==> src/xcvr_reconfig_consts.svh <==
`ifndef XCVR_RECONFIG_CONSTS_SVH
`define XCVR_RECONFIG_CONSTS_SVH

// ==========================================================
// receive video standard codes
`define STD_SD 2'h0
`define STD_HD 2'h1
`define STD_3G 2'h2
`define STD_3G_LEVEL_A 2'h3
`define STD_3G_LEVEL_B 2'h2

// ==========================================================
// link widths
`define TO_XCVR_W 4
`define FROM_XCVR_W 17
`define SCAN_LEN 32
`define SCAN_CNT_W 6
`define SCAN_LEN_CNT 6'h20

// ==========================================================
// timing counts, in MCLK_I cycles
`define SCAN_DONE_CYC 8'h10
`define SCAN_DIV 2'h3
`define XCVR_HOLD_CYC 4'h4
`define ARESET_CYC 4'h4

// ==========================================================
// controller register map, byte addresses
`define ADDR_CTRL 8'h00
`define ADDR_STATUS 8'h04
`define ADDR_XCVR_CODES 8'h08
`define ADDR_PLL_CFG0 8'h0C
`define ADDR_PLL_CFG1 8'h10
`define ADDR_PLL_CFG2 8'h14
`define ADDR_PLL_CFG3 8'h18
`define ADDR_FROM_XCVR 8'h1C

// ==========================================================
// control fields and reset values
`define CTRL_ENABLE_BIT 0
`define CTRL_PLL_MODE_BIT 1
`define CTRL_POWER_DOWN_BIT 2
`define CTRL_RST 3'h0
`define XCVR_CODES_RST 16'h3210
`define PLL_CFG_RST 32'h00000000

`endif

==> src/xcvr_reconfig_pkg.sv <==
package xcvr_reconfig_pkg;

  typedef enum logic [1:0] {
    S_IDLE = 2'b00,
    S_REQ = 2'b01,
    S_RELEASE = 2'b10
  } req_state_t;

  typedef enum logic [2:0] {
    C_IDLE = 3'b000,
    C_XCVR = 3'b001,
    C_PLL_RST = 3'b010,
    C_PLL_SHIFT = 3'b011,
    C_PLL_UPD = 3'b100,
    C_PLL_WAIT = 3'b101,
    C_DONE = 3'b110
  } ctl_state_t;

endpackage

==> src/xcvr_reconfig_if.sv <==
`timescale 1ns/1ps
interface xcvr_reconfig_if;
  logic reconfig_request;
  logic reconfig_finished;
  logic [3:0] reconfig_bus_to_xcvr;
  logic [16:0] reconfig_bus_from_xcvr;
  logic xcvr_power_down;
  logic [1:0] rx_standard;
  logic pll_reset;
  logic pll_update;
  logic pll_scan_clock;
  logic pll_scan_clock_gate;
  logic pll_scan_serial_in;
  logic pll_scan_complete;
  logic pll_scan_serial_out;

  modport dev (
    output reconfig_request,
    input reconfig_finished,
    input reconfig_bus_to_xcvr,
    output reconfig_bus_from_xcvr,
    input xcvr_power_down,
    output rx_standard,
    input pll_reset,
    input pll_update,
    input pll_scan_clock,
    input pll_scan_clock_gate,
    input pll_scan_serial_in,
    output pll_scan_complete,
    output pll_scan_serial_out
  );

  modport ctl (
    input reconfig_request,
    output reconfig_finished,
    output reconfig_bus_to_xcvr,
    input reconfig_bus_from_xcvr,
    output xcvr_power_down,
    input rx_standard,
    output pll_reset,
    output pll_update,
    output pll_scan_clock,
    output pll_scan_clock_gate,
    output pll_scan_serial_in,
    input pll_scan_complete,
    input pll_scan_serial_out
  );
endinterface

==> src/reconfig_ctrl_end.sv <==
`timescale 1ns/1ps
`include "xcvr_reconfig_consts.svh"
module reconfig_ctrl_end
  import xcvr_reconfig_pkg::*;
(
  input wire logic MCLK_I,
  input wire logic RESET_N_I,
  input wire logic PSEL_I,
  input wire logic PENABLE_I,
  input wire logic PWRITE_I,
  input wire logic [7:0] PADDR_I,
  input wire logic [31:0] PWDATA_I,
  output logic [31:0] PRDATA_O,
  output logic PREADY_O,
  output logic PSLVERR_O,
  xcvr_reconfig_if.ctl LINK
);

  // ==========================================================
  // registers
  ctl_state_t state_reg;
  logic [2:0] ctrl_reg;
  logic [15:0] codes_reg;
  logic [31:0] pll_cfg_mem [0:3];
  logic [7:0] count_reg;
  logic [31:0] prdata_reg;
  logic pready_reg;
  logic pslverr_reg;
  logic [31:0] rd_mux;
  logic rd_err;
  logic wr_en;
  logic [1:0] std_reg;
  logic [3:0] cnt_reg;
  logic [1:0] div_reg;
  logic [31:0] shift_reg;
  logic [5:0] bits_reg;
  logic finished_reg;
  logic [3:0] to_xcvr_reg;
  logic pll_reset_reg;
  logic pll_update_reg;
  logic scan_clk_reg;
  logic scan_gate_reg;
  logic scan_data_reg;
  logic tick;

  // ==========================================================
  // apb slave, one wait-free access phase
  assign wr_en = PSEL_I && PENABLE_I && PWRITE_I && pready_reg;

  always_comb
  begin
    rd_err = 1'b0;
    case (PADDR_I)
      `ADDR_CTRL: rd_mux = {29'h0, ctrl_reg};
      `ADDR_STATUS: rd_mux = {16'h0, count_reg, 3'h0, finished_reg,
                              (state_reg != C_IDLE), LINK.reconfig_request, LINK.rx_standard};
      `ADDR_XCVR_CODES: rd_mux = {16'h0, codes_reg};
      `ADDR_PLL_CFG0: rd_mux = pll_cfg_mem[0];
      `ADDR_PLL_CFG1: rd_mux = pll_cfg_mem[1];
      `ADDR_PLL_CFG2: rd_mux = pll_cfg_mem[2];
      `ADDR_PLL_CFG3: rd_mux = pll_cfg_mem[3];
      `ADDR_FROM_XCVR: rd_mux = {15'h0, LINK.reconfig_bus_from_xcvr};
      default:
      begin
        rd_mux = 32'h00000000;
        rd_err = 1'b1;
      end
    endcase
  end

  always_ff @(posedge MCLK_I or negedge RESET_N_I)
  begin
    if (!RESET_N_I)
    begin
      pready_reg <= 1'b0;
      prdata_reg <= 32'h00000000;
      pslverr_reg <= 1'b0;
    end
    else
    begin
      pready_reg <= PSEL_I && !PENABLE_I;
      if (PSEL_I && !PENABLE_I)
      begin
        prdata_reg <= PWRITE_I ? 32'h00000000 : rd_mux;
        pslverr_reg <= rd_err;
      end
    end
  end

  always_ff @(posedge MCLK_I or negedge RESET_N_I)
  begin
    if (!RESET_N_I)
    begin
      ctrl_reg <= `CTRL_RST;
      codes_reg <= `XCVR_CODES_RST;
      pll_cfg_mem[0] <= `PLL_CFG_RST;
      pll_cfg_mem[1] <= `PLL_CFG_RST;
      pll_cfg_mem[2] <= `PLL_CFG_RST;
      pll_cfg_mem[3] <= `PLL_CFG_RST;
    end
    else if (wr_en)
    begin
      case (PADDR_I)
        `ADDR_CTRL: ctrl_reg <= PWDATA_I[2:0];
        `ADDR_XCVR_CODES: codes_reg <= PWDATA_I[15:0];
        `ADDR_PLL_CFG0: pll_cfg_mem[0] <= PWDATA_I;
        `ADDR_PLL_CFG1: pll_cfg_mem[1] <= PWDATA_I;
        `ADDR_PLL_CFG2: pll_cfg_mem[2] <= PWDATA_I;
        `ADDR_PLL_CFG3: pll_cfg_mem[3] <= PWDATA_I;
        default: ctrl_reg <= ctrl_reg;
      endcase
    end
  end

  // ==========================================================
  // scan clock divider, free only while shifting
  assign tick = (div_reg == `SCAN_DIV);

  always_ff @(posedge MCLK_I or negedge RESET_N_I)
  begin
    if (!RESET_N_I)
    begin
      div_reg <= 2'h0;
    end
    else if (state_reg == C_PLL_SHIFT)
    begin
      div_reg <= div_reg + 2'h1;
    end
    else
    begin
      div_reg <= 2'h0;
    end
  end

  // ==========================================================
  // reconfiguration sequencer
  always_ff @(posedge MCLK_I or negedge RESET_N_I)
  begin
    if (!RESET_N_I)
    begin
      state_reg <= C_IDLE;
      std_reg <= `STD_SD;
      cnt_reg <= 4'h0;
      shift_reg <= 32'h00000000;
      bits_reg <= 6'h00;
      finished_reg <= 1'b0;
      to_xcvr_reg <= 4'h0;
      pll_reset_reg <= 1'b0;
      pll_update_reg <= 1'b0;
      scan_clk_reg <= 1'b0;
      scan_gate_reg <= 1'b0;
      scan_data_reg <= 1'b0;
      count_reg <= 8'h00;
    end
    else
    begin
      pll_update_reg <= 1'b0;
      case (state_reg)
        C_IDLE:
        begin
          if (ctrl_reg[`CTRL_ENABLE_BIT] && LINK.reconfig_request)
          begin
            std_reg <= LINK.rx_standard;
            if (ctrl_reg[`CTRL_PLL_MODE_BIT])
            begin
              pll_reset_reg <= 1'b1;
              cnt_reg <= `ARESET_CYC;
              state_reg <= C_PLL_RST;
            end
            else
            begin
              to_xcvr_reg <= codes_reg[{LINK.rx_standard, 2'b00} +: 4];
              cnt_reg <= `XCVR_HOLD_CYC;
              state_reg <= C_XCVR;
            end
          end
        end
        C_XCVR:
        begin
          cnt_reg <= cnt_reg - 4'h1;
          if (cnt_reg == 4'h1)
          begin
            finished_reg <= 1'b1;
            state_reg <= C_DONE;
          end
        end
        C_PLL_RST:
        begin
          cnt_reg <= cnt_reg - 4'h1;
          if (cnt_reg == 4'h1)
          begin
            pll_reset_reg <= 1'b0;
            shift_reg <= pll_cfg_mem[std_reg];
            scan_data_reg <= pll_cfg_mem[std_reg][31];
            bits_reg <= `SCAN_LEN_CNT;
            scan_gate_reg <= 1'b1;
            state_reg <= C_PLL_SHIFT;
          end
        end
        C_PLL_SHIFT:
        begin
          if (tick && !scan_clk_reg)
          begin
            scan_clk_reg <= 1'b1;
            bits_reg <= bits_reg - 6'h01;
          end
          else if (tick)
          begin
            scan_clk_reg <= 1'b0;
            if (bits_reg == 6'h00)
            begin
              scan_gate_reg <= 1'b0;
              state_reg <= C_PLL_UPD;
            end
            else
            begin
              shift_reg <= {shift_reg[30:0], 1'b0};
              scan_data_reg <= shift_reg[30];
            end
          end
        end
        C_PLL_UPD:
        begin
          pll_update_reg <= 1'b1;
          state_reg <= C_PLL_WAIT;
        end
        C_PLL_WAIT:
        begin
          if (LINK.pll_scan_complete)
          begin
            finished_reg <= 1'b1;
            state_reg <= C_DONE;
          end
        end
        C_DONE:
        begin
          if (!LINK.reconfig_request)
          begin
            finished_reg <= 1'b0;
            count_reg <= count_reg + 8'h01;
            state_reg <= C_IDLE;
          end
        end
        default:
        begin
          state_reg <= C_IDLE;
        end
      endcase
    end
  end

  // ==========================================================
  // outputs
  always_ff @(posedge MCLK_I or negedge RESET_N_I)
  begin
    if (!RESET_N_I)
    begin
      LINK.xcvr_power_down <= 1'b0;
    end
    else
    begin
      LINK.xcvr_power_down <= ctrl_reg[`CTRL_POWER_DOWN_BIT];
    end
  end

  assign LINK.reconfig_finished = finished_reg;
  assign LINK.reconfig_bus_to_xcvr = to_xcvr_reg;
  assign LINK.pll_reset = pll_reset_reg;
  assign LINK.pll_update = pll_update_reg;
  assign LINK.pll_scan_clock = scan_clk_reg;
  assign LINK.pll_scan_clock_gate = scan_gate_reg;
  assign LINK.pll_scan_serial_in = scan_data_reg;
  assign PRDATA_O = prdata_reg;
  assign PREADY_O = pready_reg;
  assign PSLVERR_O = pslverr_reg;

endmodule

==> src/flat_wrapper.sv <==
// flat-port wrapper written by rule: the top's interface ports become plain ports
module reconfig_ctrl_end_flat import xcvr_reconfig_pkg::*;
  (MCLK_I, RESET_N_I, PSEL_I, PENABLE_I, PWRITE_I, PADDR_I, PWDATA_I, PRDATA_O, PREADY_O, PSLVERR_O, LINK_reconfig_request, LINK_reconfig_finished, LINK_reconfig_bus_to_xcvr, LINK_reconfig_bus_from_xcvr, LINK_xcvr_power_down, LINK_rx_standard, LINK_pll_reset, LINK_pll_update, LINK_pll_scan_clock, LINK_pll_scan_clock_gate, LINK_pll_scan_serial_in, LINK_pll_scan_complete, LINK_pll_scan_serial_out);
  xcvr_reconfig_if LINK_i ();
  input wire logic MCLK_I;
  input wire logic RESET_N_I;
  input wire logic PSEL_I;
  input wire logic PENABLE_I;
  input wire logic PWRITE_I;
  input wire logic [7:0] PADDR_I;
  input wire logic [31:0] PWDATA_I;
  output logic [31:0] PRDATA_O;
  output logic PREADY_O;
  output logic PSLVERR_O;
  input wire logic [$bits(LINK_i.reconfig_request)-1:0] LINK_reconfig_request;
  output wire logic [$bits(LINK_i.reconfig_finished)-1:0] LINK_reconfig_finished;
  output wire logic [$bits(LINK_i.reconfig_bus_to_xcvr)-1:0] LINK_reconfig_bus_to_xcvr;
  input wire logic [$bits(LINK_i.reconfig_bus_from_xcvr)-1:0] LINK_reconfig_bus_from_xcvr;
  output wire logic [$bits(LINK_i.xcvr_power_down)-1:0] LINK_xcvr_power_down;
  input wire logic [$bits(LINK_i.rx_standard)-1:0] LINK_rx_standard;
  output wire logic [$bits(LINK_i.pll_reset)-1:0] LINK_pll_reset;
  output wire logic [$bits(LINK_i.pll_update)-1:0] LINK_pll_update;
  output wire logic [$bits(LINK_i.pll_scan_clock)-1:0] LINK_pll_scan_clock;
  output wire logic [$bits(LINK_i.pll_scan_clock_gate)-1:0] LINK_pll_scan_clock_gate;
  output wire logic [$bits(LINK_i.pll_scan_serial_in)-1:0] LINK_pll_scan_serial_in;
  input wire logic [$bits(LINK_i.pll_scan_complete)-1:0] LINK_pll_scan_complete;
  input wire logic [$bits(LINK_i.pll_scan_serial_out)-1:0] LINK_pll_scan_serial_out;
  assign LINK_i.reconfig_request = LINK_reconfig_request;
  assign LINK_reconfig_finished = LINK_i.reconfig_finished;
  assign LINK_reconfig_bus_to_xcvr = LINK_i.reconfig_bus_to_xcvr;
  assign LINK_i.reconfig_bus_from_xcvr = LINK_reconfig_bus_from_xcvr;
  assign LINK_xcvr_power_down = LINK_i.xcvr_power_down;
  assign LINK_i.rx_standard = LINK_rx_standard;
  assign LINK_pll_reset = LINK_i.pll_reset;
  assign LINK_pll_update = LINK_i.pll_update;
  assign LINK_pll_scan_clock = LINK_i.pll_scan_clock;
  assign LINK_pll_scan_clock_gate = LINK_i.pll_scan_clock_gate;
  assign LINK_pll_scan_serial_in = LINK_i.pll_scan_serial_in;
  assign LINK_i.pll_scan_complete = LINK_pll_scan_complete;
  assign LINK_i.pll_scan_serial_out = LINK_pll_scan_serial_out;
  reconfig_ctrl_end u_core (.MCLK_I(MCLK_I), .RESET_N_I(RESET_N_I), .PSEL_I(PSEL_I), .PENABLE_I(PENABLE_I), .PWRITE_I(PWRITE_I), .PADDR_I(PADDR_I), .PWDATA_I(PWDATA_I), .PRDATA_O(PRDATA_O), .PREADY_O(PREADY_O), .PSLVERR_O(PSLVERR_O), .LINK(LINK_i));
endmodule
==> config.mk <==
export PLATFORM = sky130hd
export DESIGN_NAME = reconfig_ctrl_end_flat
export DESIGN_NICKNAME = d
export VERILOG_FILES = /design/src/xcvr_reconfig_pkg.sv /design/src/xcvr_reconfig_if.sv /design/src/reconfig_ctrl_end.sv /design/src/flat_wrapper.sv
export VERILOG_INCLUDE_DIRS = /design/src
export SDC_FILE = /design/constraint.sdc
export NUM_CORES = 1
export LEC_CHECK = 0
export BUFFER_PORTS_ARGS = -buffer_cell sky130_fd_sc_hd__buf_2
export CORE_MARGIN = 1
export CORE_UTILIZATION = 55
export CTS_CLUSTER_SIZE = 24
export DETAILED_ROUTE_END_ITERATION = 12
export PLACE_DENSITY = 0.77
export SETUP_SLACK_MARGIN = 0.1
export SYNTH_ARGS = -nofsm -noshare
export SYNTH_HDL_FRONTEND = slang
export SYNTH_SLANG_ARGS = --single-unit
==> constraint.sdc <==
create_clock -name MCLK_I -period 5.8 [get_ports MCLK_I]
set_clock_uncertainty 0.05 [all_clocks]
set_input_delay 0.29 -clock MCLK_I [delete_from_list [all_inputs] [get_ports MCLK_I]]
set_output_delay 0.29 -clock MCLK_I [all_outputs]
set_load 0.01 [all_outputs]
==> flow_metrics.py <==
metrics = {
    "die": {
        "coreArea_mm2": 0.02129,
        "num_rows": 53,
        "start_util_pct": 56.73,
        "fp.dieW_um": 150.2,
        "die_area_mm2": 0.02255,
        "die_h_um": 150.2,
        "io_pins": 112,
    },
    "clock_network": {
        "cts_tree": "yes",
        "post_cts_resize_count": 0,
        "clock_sinks": 248,
        "clock_latency_ns": 0.54,
        "clk_path_buf_depth": 3,
        "clkTransAtPathRegs_ns": 0.06,
        "clockRootBuffer": "clkbuf_16",
        "h-tree-depth": 1,
        "post_cts.repair.setup_buffers": 0,
        "cts_buffers": 26,
    },
    "worst_hold_path": {
        "hp-start": "PWDATA_I[15]",
        "min_path_type": "input port to register",
    },
    "sta": {
        "finalSetupViolCount": 0,
        "worstMarginPinSlew_ns": 1.266,
        "relSlewSlack_pct": 15.28,
        "grt_setup_unrepaired": "no",
        "fmax_mhz": 345.7,
        "fin_crit_ns": 2.893,
        "min_period_over_period_pct": 49.87,
        "whs_ns": 0.01359,
        "tns_ns": 0,
        "slew_viol_final": 0,
        "hold_violations": 0,
    },
    "synthesis": {
        "synth_fp_nets": 1030,
        "ys_ff_latch": 248,
        "synth-edff-count": 0,
        "synth_flop_cell": "dfrtp_1",
        "ys_async_sr_fraction_pct": 100.0,
        "avgSynthCellArea_um2": 12.63,
        "ys_warn_count": 0,
        "syn_area_mm2": 0.01208,
        "synth_cell_types": 63,
        "synth_cells": 956,
        "yosysSeqAreaShare_pct": 51.43,
    },
    "setup_path": {
        "critPathCaptureType": "register",
        "worstPathRequired_ns": 6.17,
        "startpoint_type": "input port",
        "r2r_start": "u_core.PREADY_O",
        "startpoint": "PADDR_I[4]",
        "crit_fanout": 21,
        "critPathKind": "input port to register",
        "crit_chain": "buf_2 > nor4b_2 > and2_1 > nor2b_4 > buf_4 > mux2_2",
        "slowest_stage": "nor4b_2",
        "arrival_ns": 3.26,
        "critical-path-max-stage-delay_ns": 0.95,
    },
    "placement": {
        "portBuffers": 110,
        "place.detailed.hpwl_mm": 20.45,
        "gp_congestion": 0.8922,
    },
    "drt": {
        "drt_iter0_markers": 689,
        "drcViolationCount": 0,
        "vias_per_cell": 6.424,
        "ant_nets": 0,
        "routed_wl_mm": 32.43,
        "firstDrtPassIters": 7,
        "vias": 8769,
        "post_drt_wl_per_cell_um": 23.76,
    },
    "global_routing": {
        "track_usage_pct": 29.88,
        "overflow": 0,
        "grt_max_degree": 116,
        "antenna_found_initial": 0,
        "grt_pass1_wl_mm": 50.18,
        "first_global_vias": 8913,
    },
    "pwr": {
        "leakage_nw": 6.372,
        "peakVddDrop_mv": 0.2613,
        "total_power_w": 0.003617,
        "p_per_area_mw_per_mm2": 259.1,
    },
    "cells_and_area": {
        "drive_gt1_share_pct": 34.59,
        "syn_to_final_growth_pct": 15.60,
        "n_antenna_cell": 0,
        "largest_reg_flops": 128,
        "final_nets": 1145,
    },
    "run_status": {
        "outcome": "completed",
    },
    "run": {
        "cap_violations": 0,
    },
}
-- worst paths after layout --
| check | to | slack (ns) | depth (start not counted) |
|---|---|---|---|
| worst max-delay path | u_core.pll_cfg_mem[38] | 2.91 | 6 |
| worst min-delay path | u_core.pll_cfg_mem[47] | 0.01 | 2 |
| worst max register to register | u_core.pll_cfg_mem[4] | 3.12 | 4 |
| worst min register to register | u_core.LINK.xcvr_power_down | 0.39 | 0 |
| max in group asynchronous | u_core.pll_cfg_mem[74] | 3.91 | 3 |
| min in group asynchronous | u_core.bits_reg[1] | 0.30 | 2 |
-- per-stage QoR --
stage	cells	cell area [um2]	util (%)	worst slack (ns)
2_1_floorplan	956	12080	-	3.731
3_3_place_gp	1294	12840	60.30	2.487
3_5_place_dp	1294	12840	60.30	2.467
4_1_cts	1365	13960	65.59	2.959
5_1_grt	1365	13960	65.59	2.912
6_report	1365	13960	65.59	2.907
-- synthesized netlist by cell type, drive strengths merged, types with 3 or more instances --
cell type  number  area (um2)
o22ai           4       25.02
a21oi          52       267.8
a22oi          39       292.8
nor3            9       50.05
nor4b           3       38.79
o21bai          3       22.52
o31ai           3       22.52
a221oi          3       26.28
nor4            3       40.04
and2            6       37.54
nor2           54       202.7
nand3           9       45.04
or4b            3       30.03
nand2          58       217.7
a32oi           5       43.79
o21ai          41       205.2
and3            5       31.28
nand4           7       43.79
a22o           15       131.4
mux2          158        1779
dfrtp         244        6106
nand2b          4       25.02
ha              7       87.58
clkbuf         30       112.6
nor2b           9       56.30
a32o            3       30.03
inv             8       30.03
o211ai          3       22.52
xnor2           7       61.31
dfstp           4       105.1
buf            37       232.7
or3             3       18.77
or4             3       26.27
mux4           40       900.9
xor2            5       43.79
mux2i          51       510.5
-- cell families (layout without fill, tap and decap cells) --
| family | Yosys count | after routing | synth area share, % |
|---|---|---|---|
| AOI/OAI and AO/OA | 181 | 181 | 9.760 |
| xor gates and xnor gates | 12 | 12 | 0.8703 |
| adders and majority gates | 7 | 7 | 0.7252 |
| buffers and inverters | 75 | 209 | 3.108 |
| DFF | 248 | 248 | 51.43 |
| muxes | 249 | 249 | 26.42 |
| and+or+nand+nor | 184 | 184 | 7.688 |
-- timing repair --
| action | in CTS | in global routing |
|---|---|---|
| hold buffers | 24 | 0 |
| endpoints found under the hold margin | 187 | 0 |
| endpoints found under the setup margin | 0 | 0 |
-- critical path, delay by kind of cell --
family	cells	cell delay, ns
simple gates	3	1.76
buf+inv	2	0.79
mux	1	0.39
-- layout by cell type, fill, tap and decap left out, drive strengths merged, types with 8 or more instances in the layout --
cell type and n:
dfrtp 244, mux2 158, buf 130, nand2 58, nor2 54, a21oi 52
mux2i 51, o21ai 41, mux4 40, clkbuf 40, a22oi 39, dlygate4sd3 24
a22o 15, nand3 9, nor3 9, nor2b 9, inv 8
-- layout make-up --
type / count / area [um2]
fill: 1568 / 7326
sequential: 248 / 6212
multi-input combinational: 633 / 5539
timing repair buffer: 154 / 950.9
clock buffer: 40 / 763.2
tap: 275 / 344.1
clock inverter: 7 / 121.4
inverter: 8 / 30.03
-- per-layer routing --
layer / global-route usage [%] / share of wire, % / routed length [um]
met2: 47.11 / 47 / 15220
met4: 12.83 / 3.3 / 1068
met3: 6.515 / 8.6 / 2798
met5: 0 / 0 / 0
met1: 40.08 / 41 / 13340
-- power breakdown --
part           leakage [nW]  switching [W]  internal, W  total [W]
Clock                 0.434       0.000686      0.00104    0.00172
Combinational          2.54       0.000103    0.0000498   0.000153
Sequential             3.40     0.00000537      0.00174    0.00174
(Power assumes the default switching activity.)
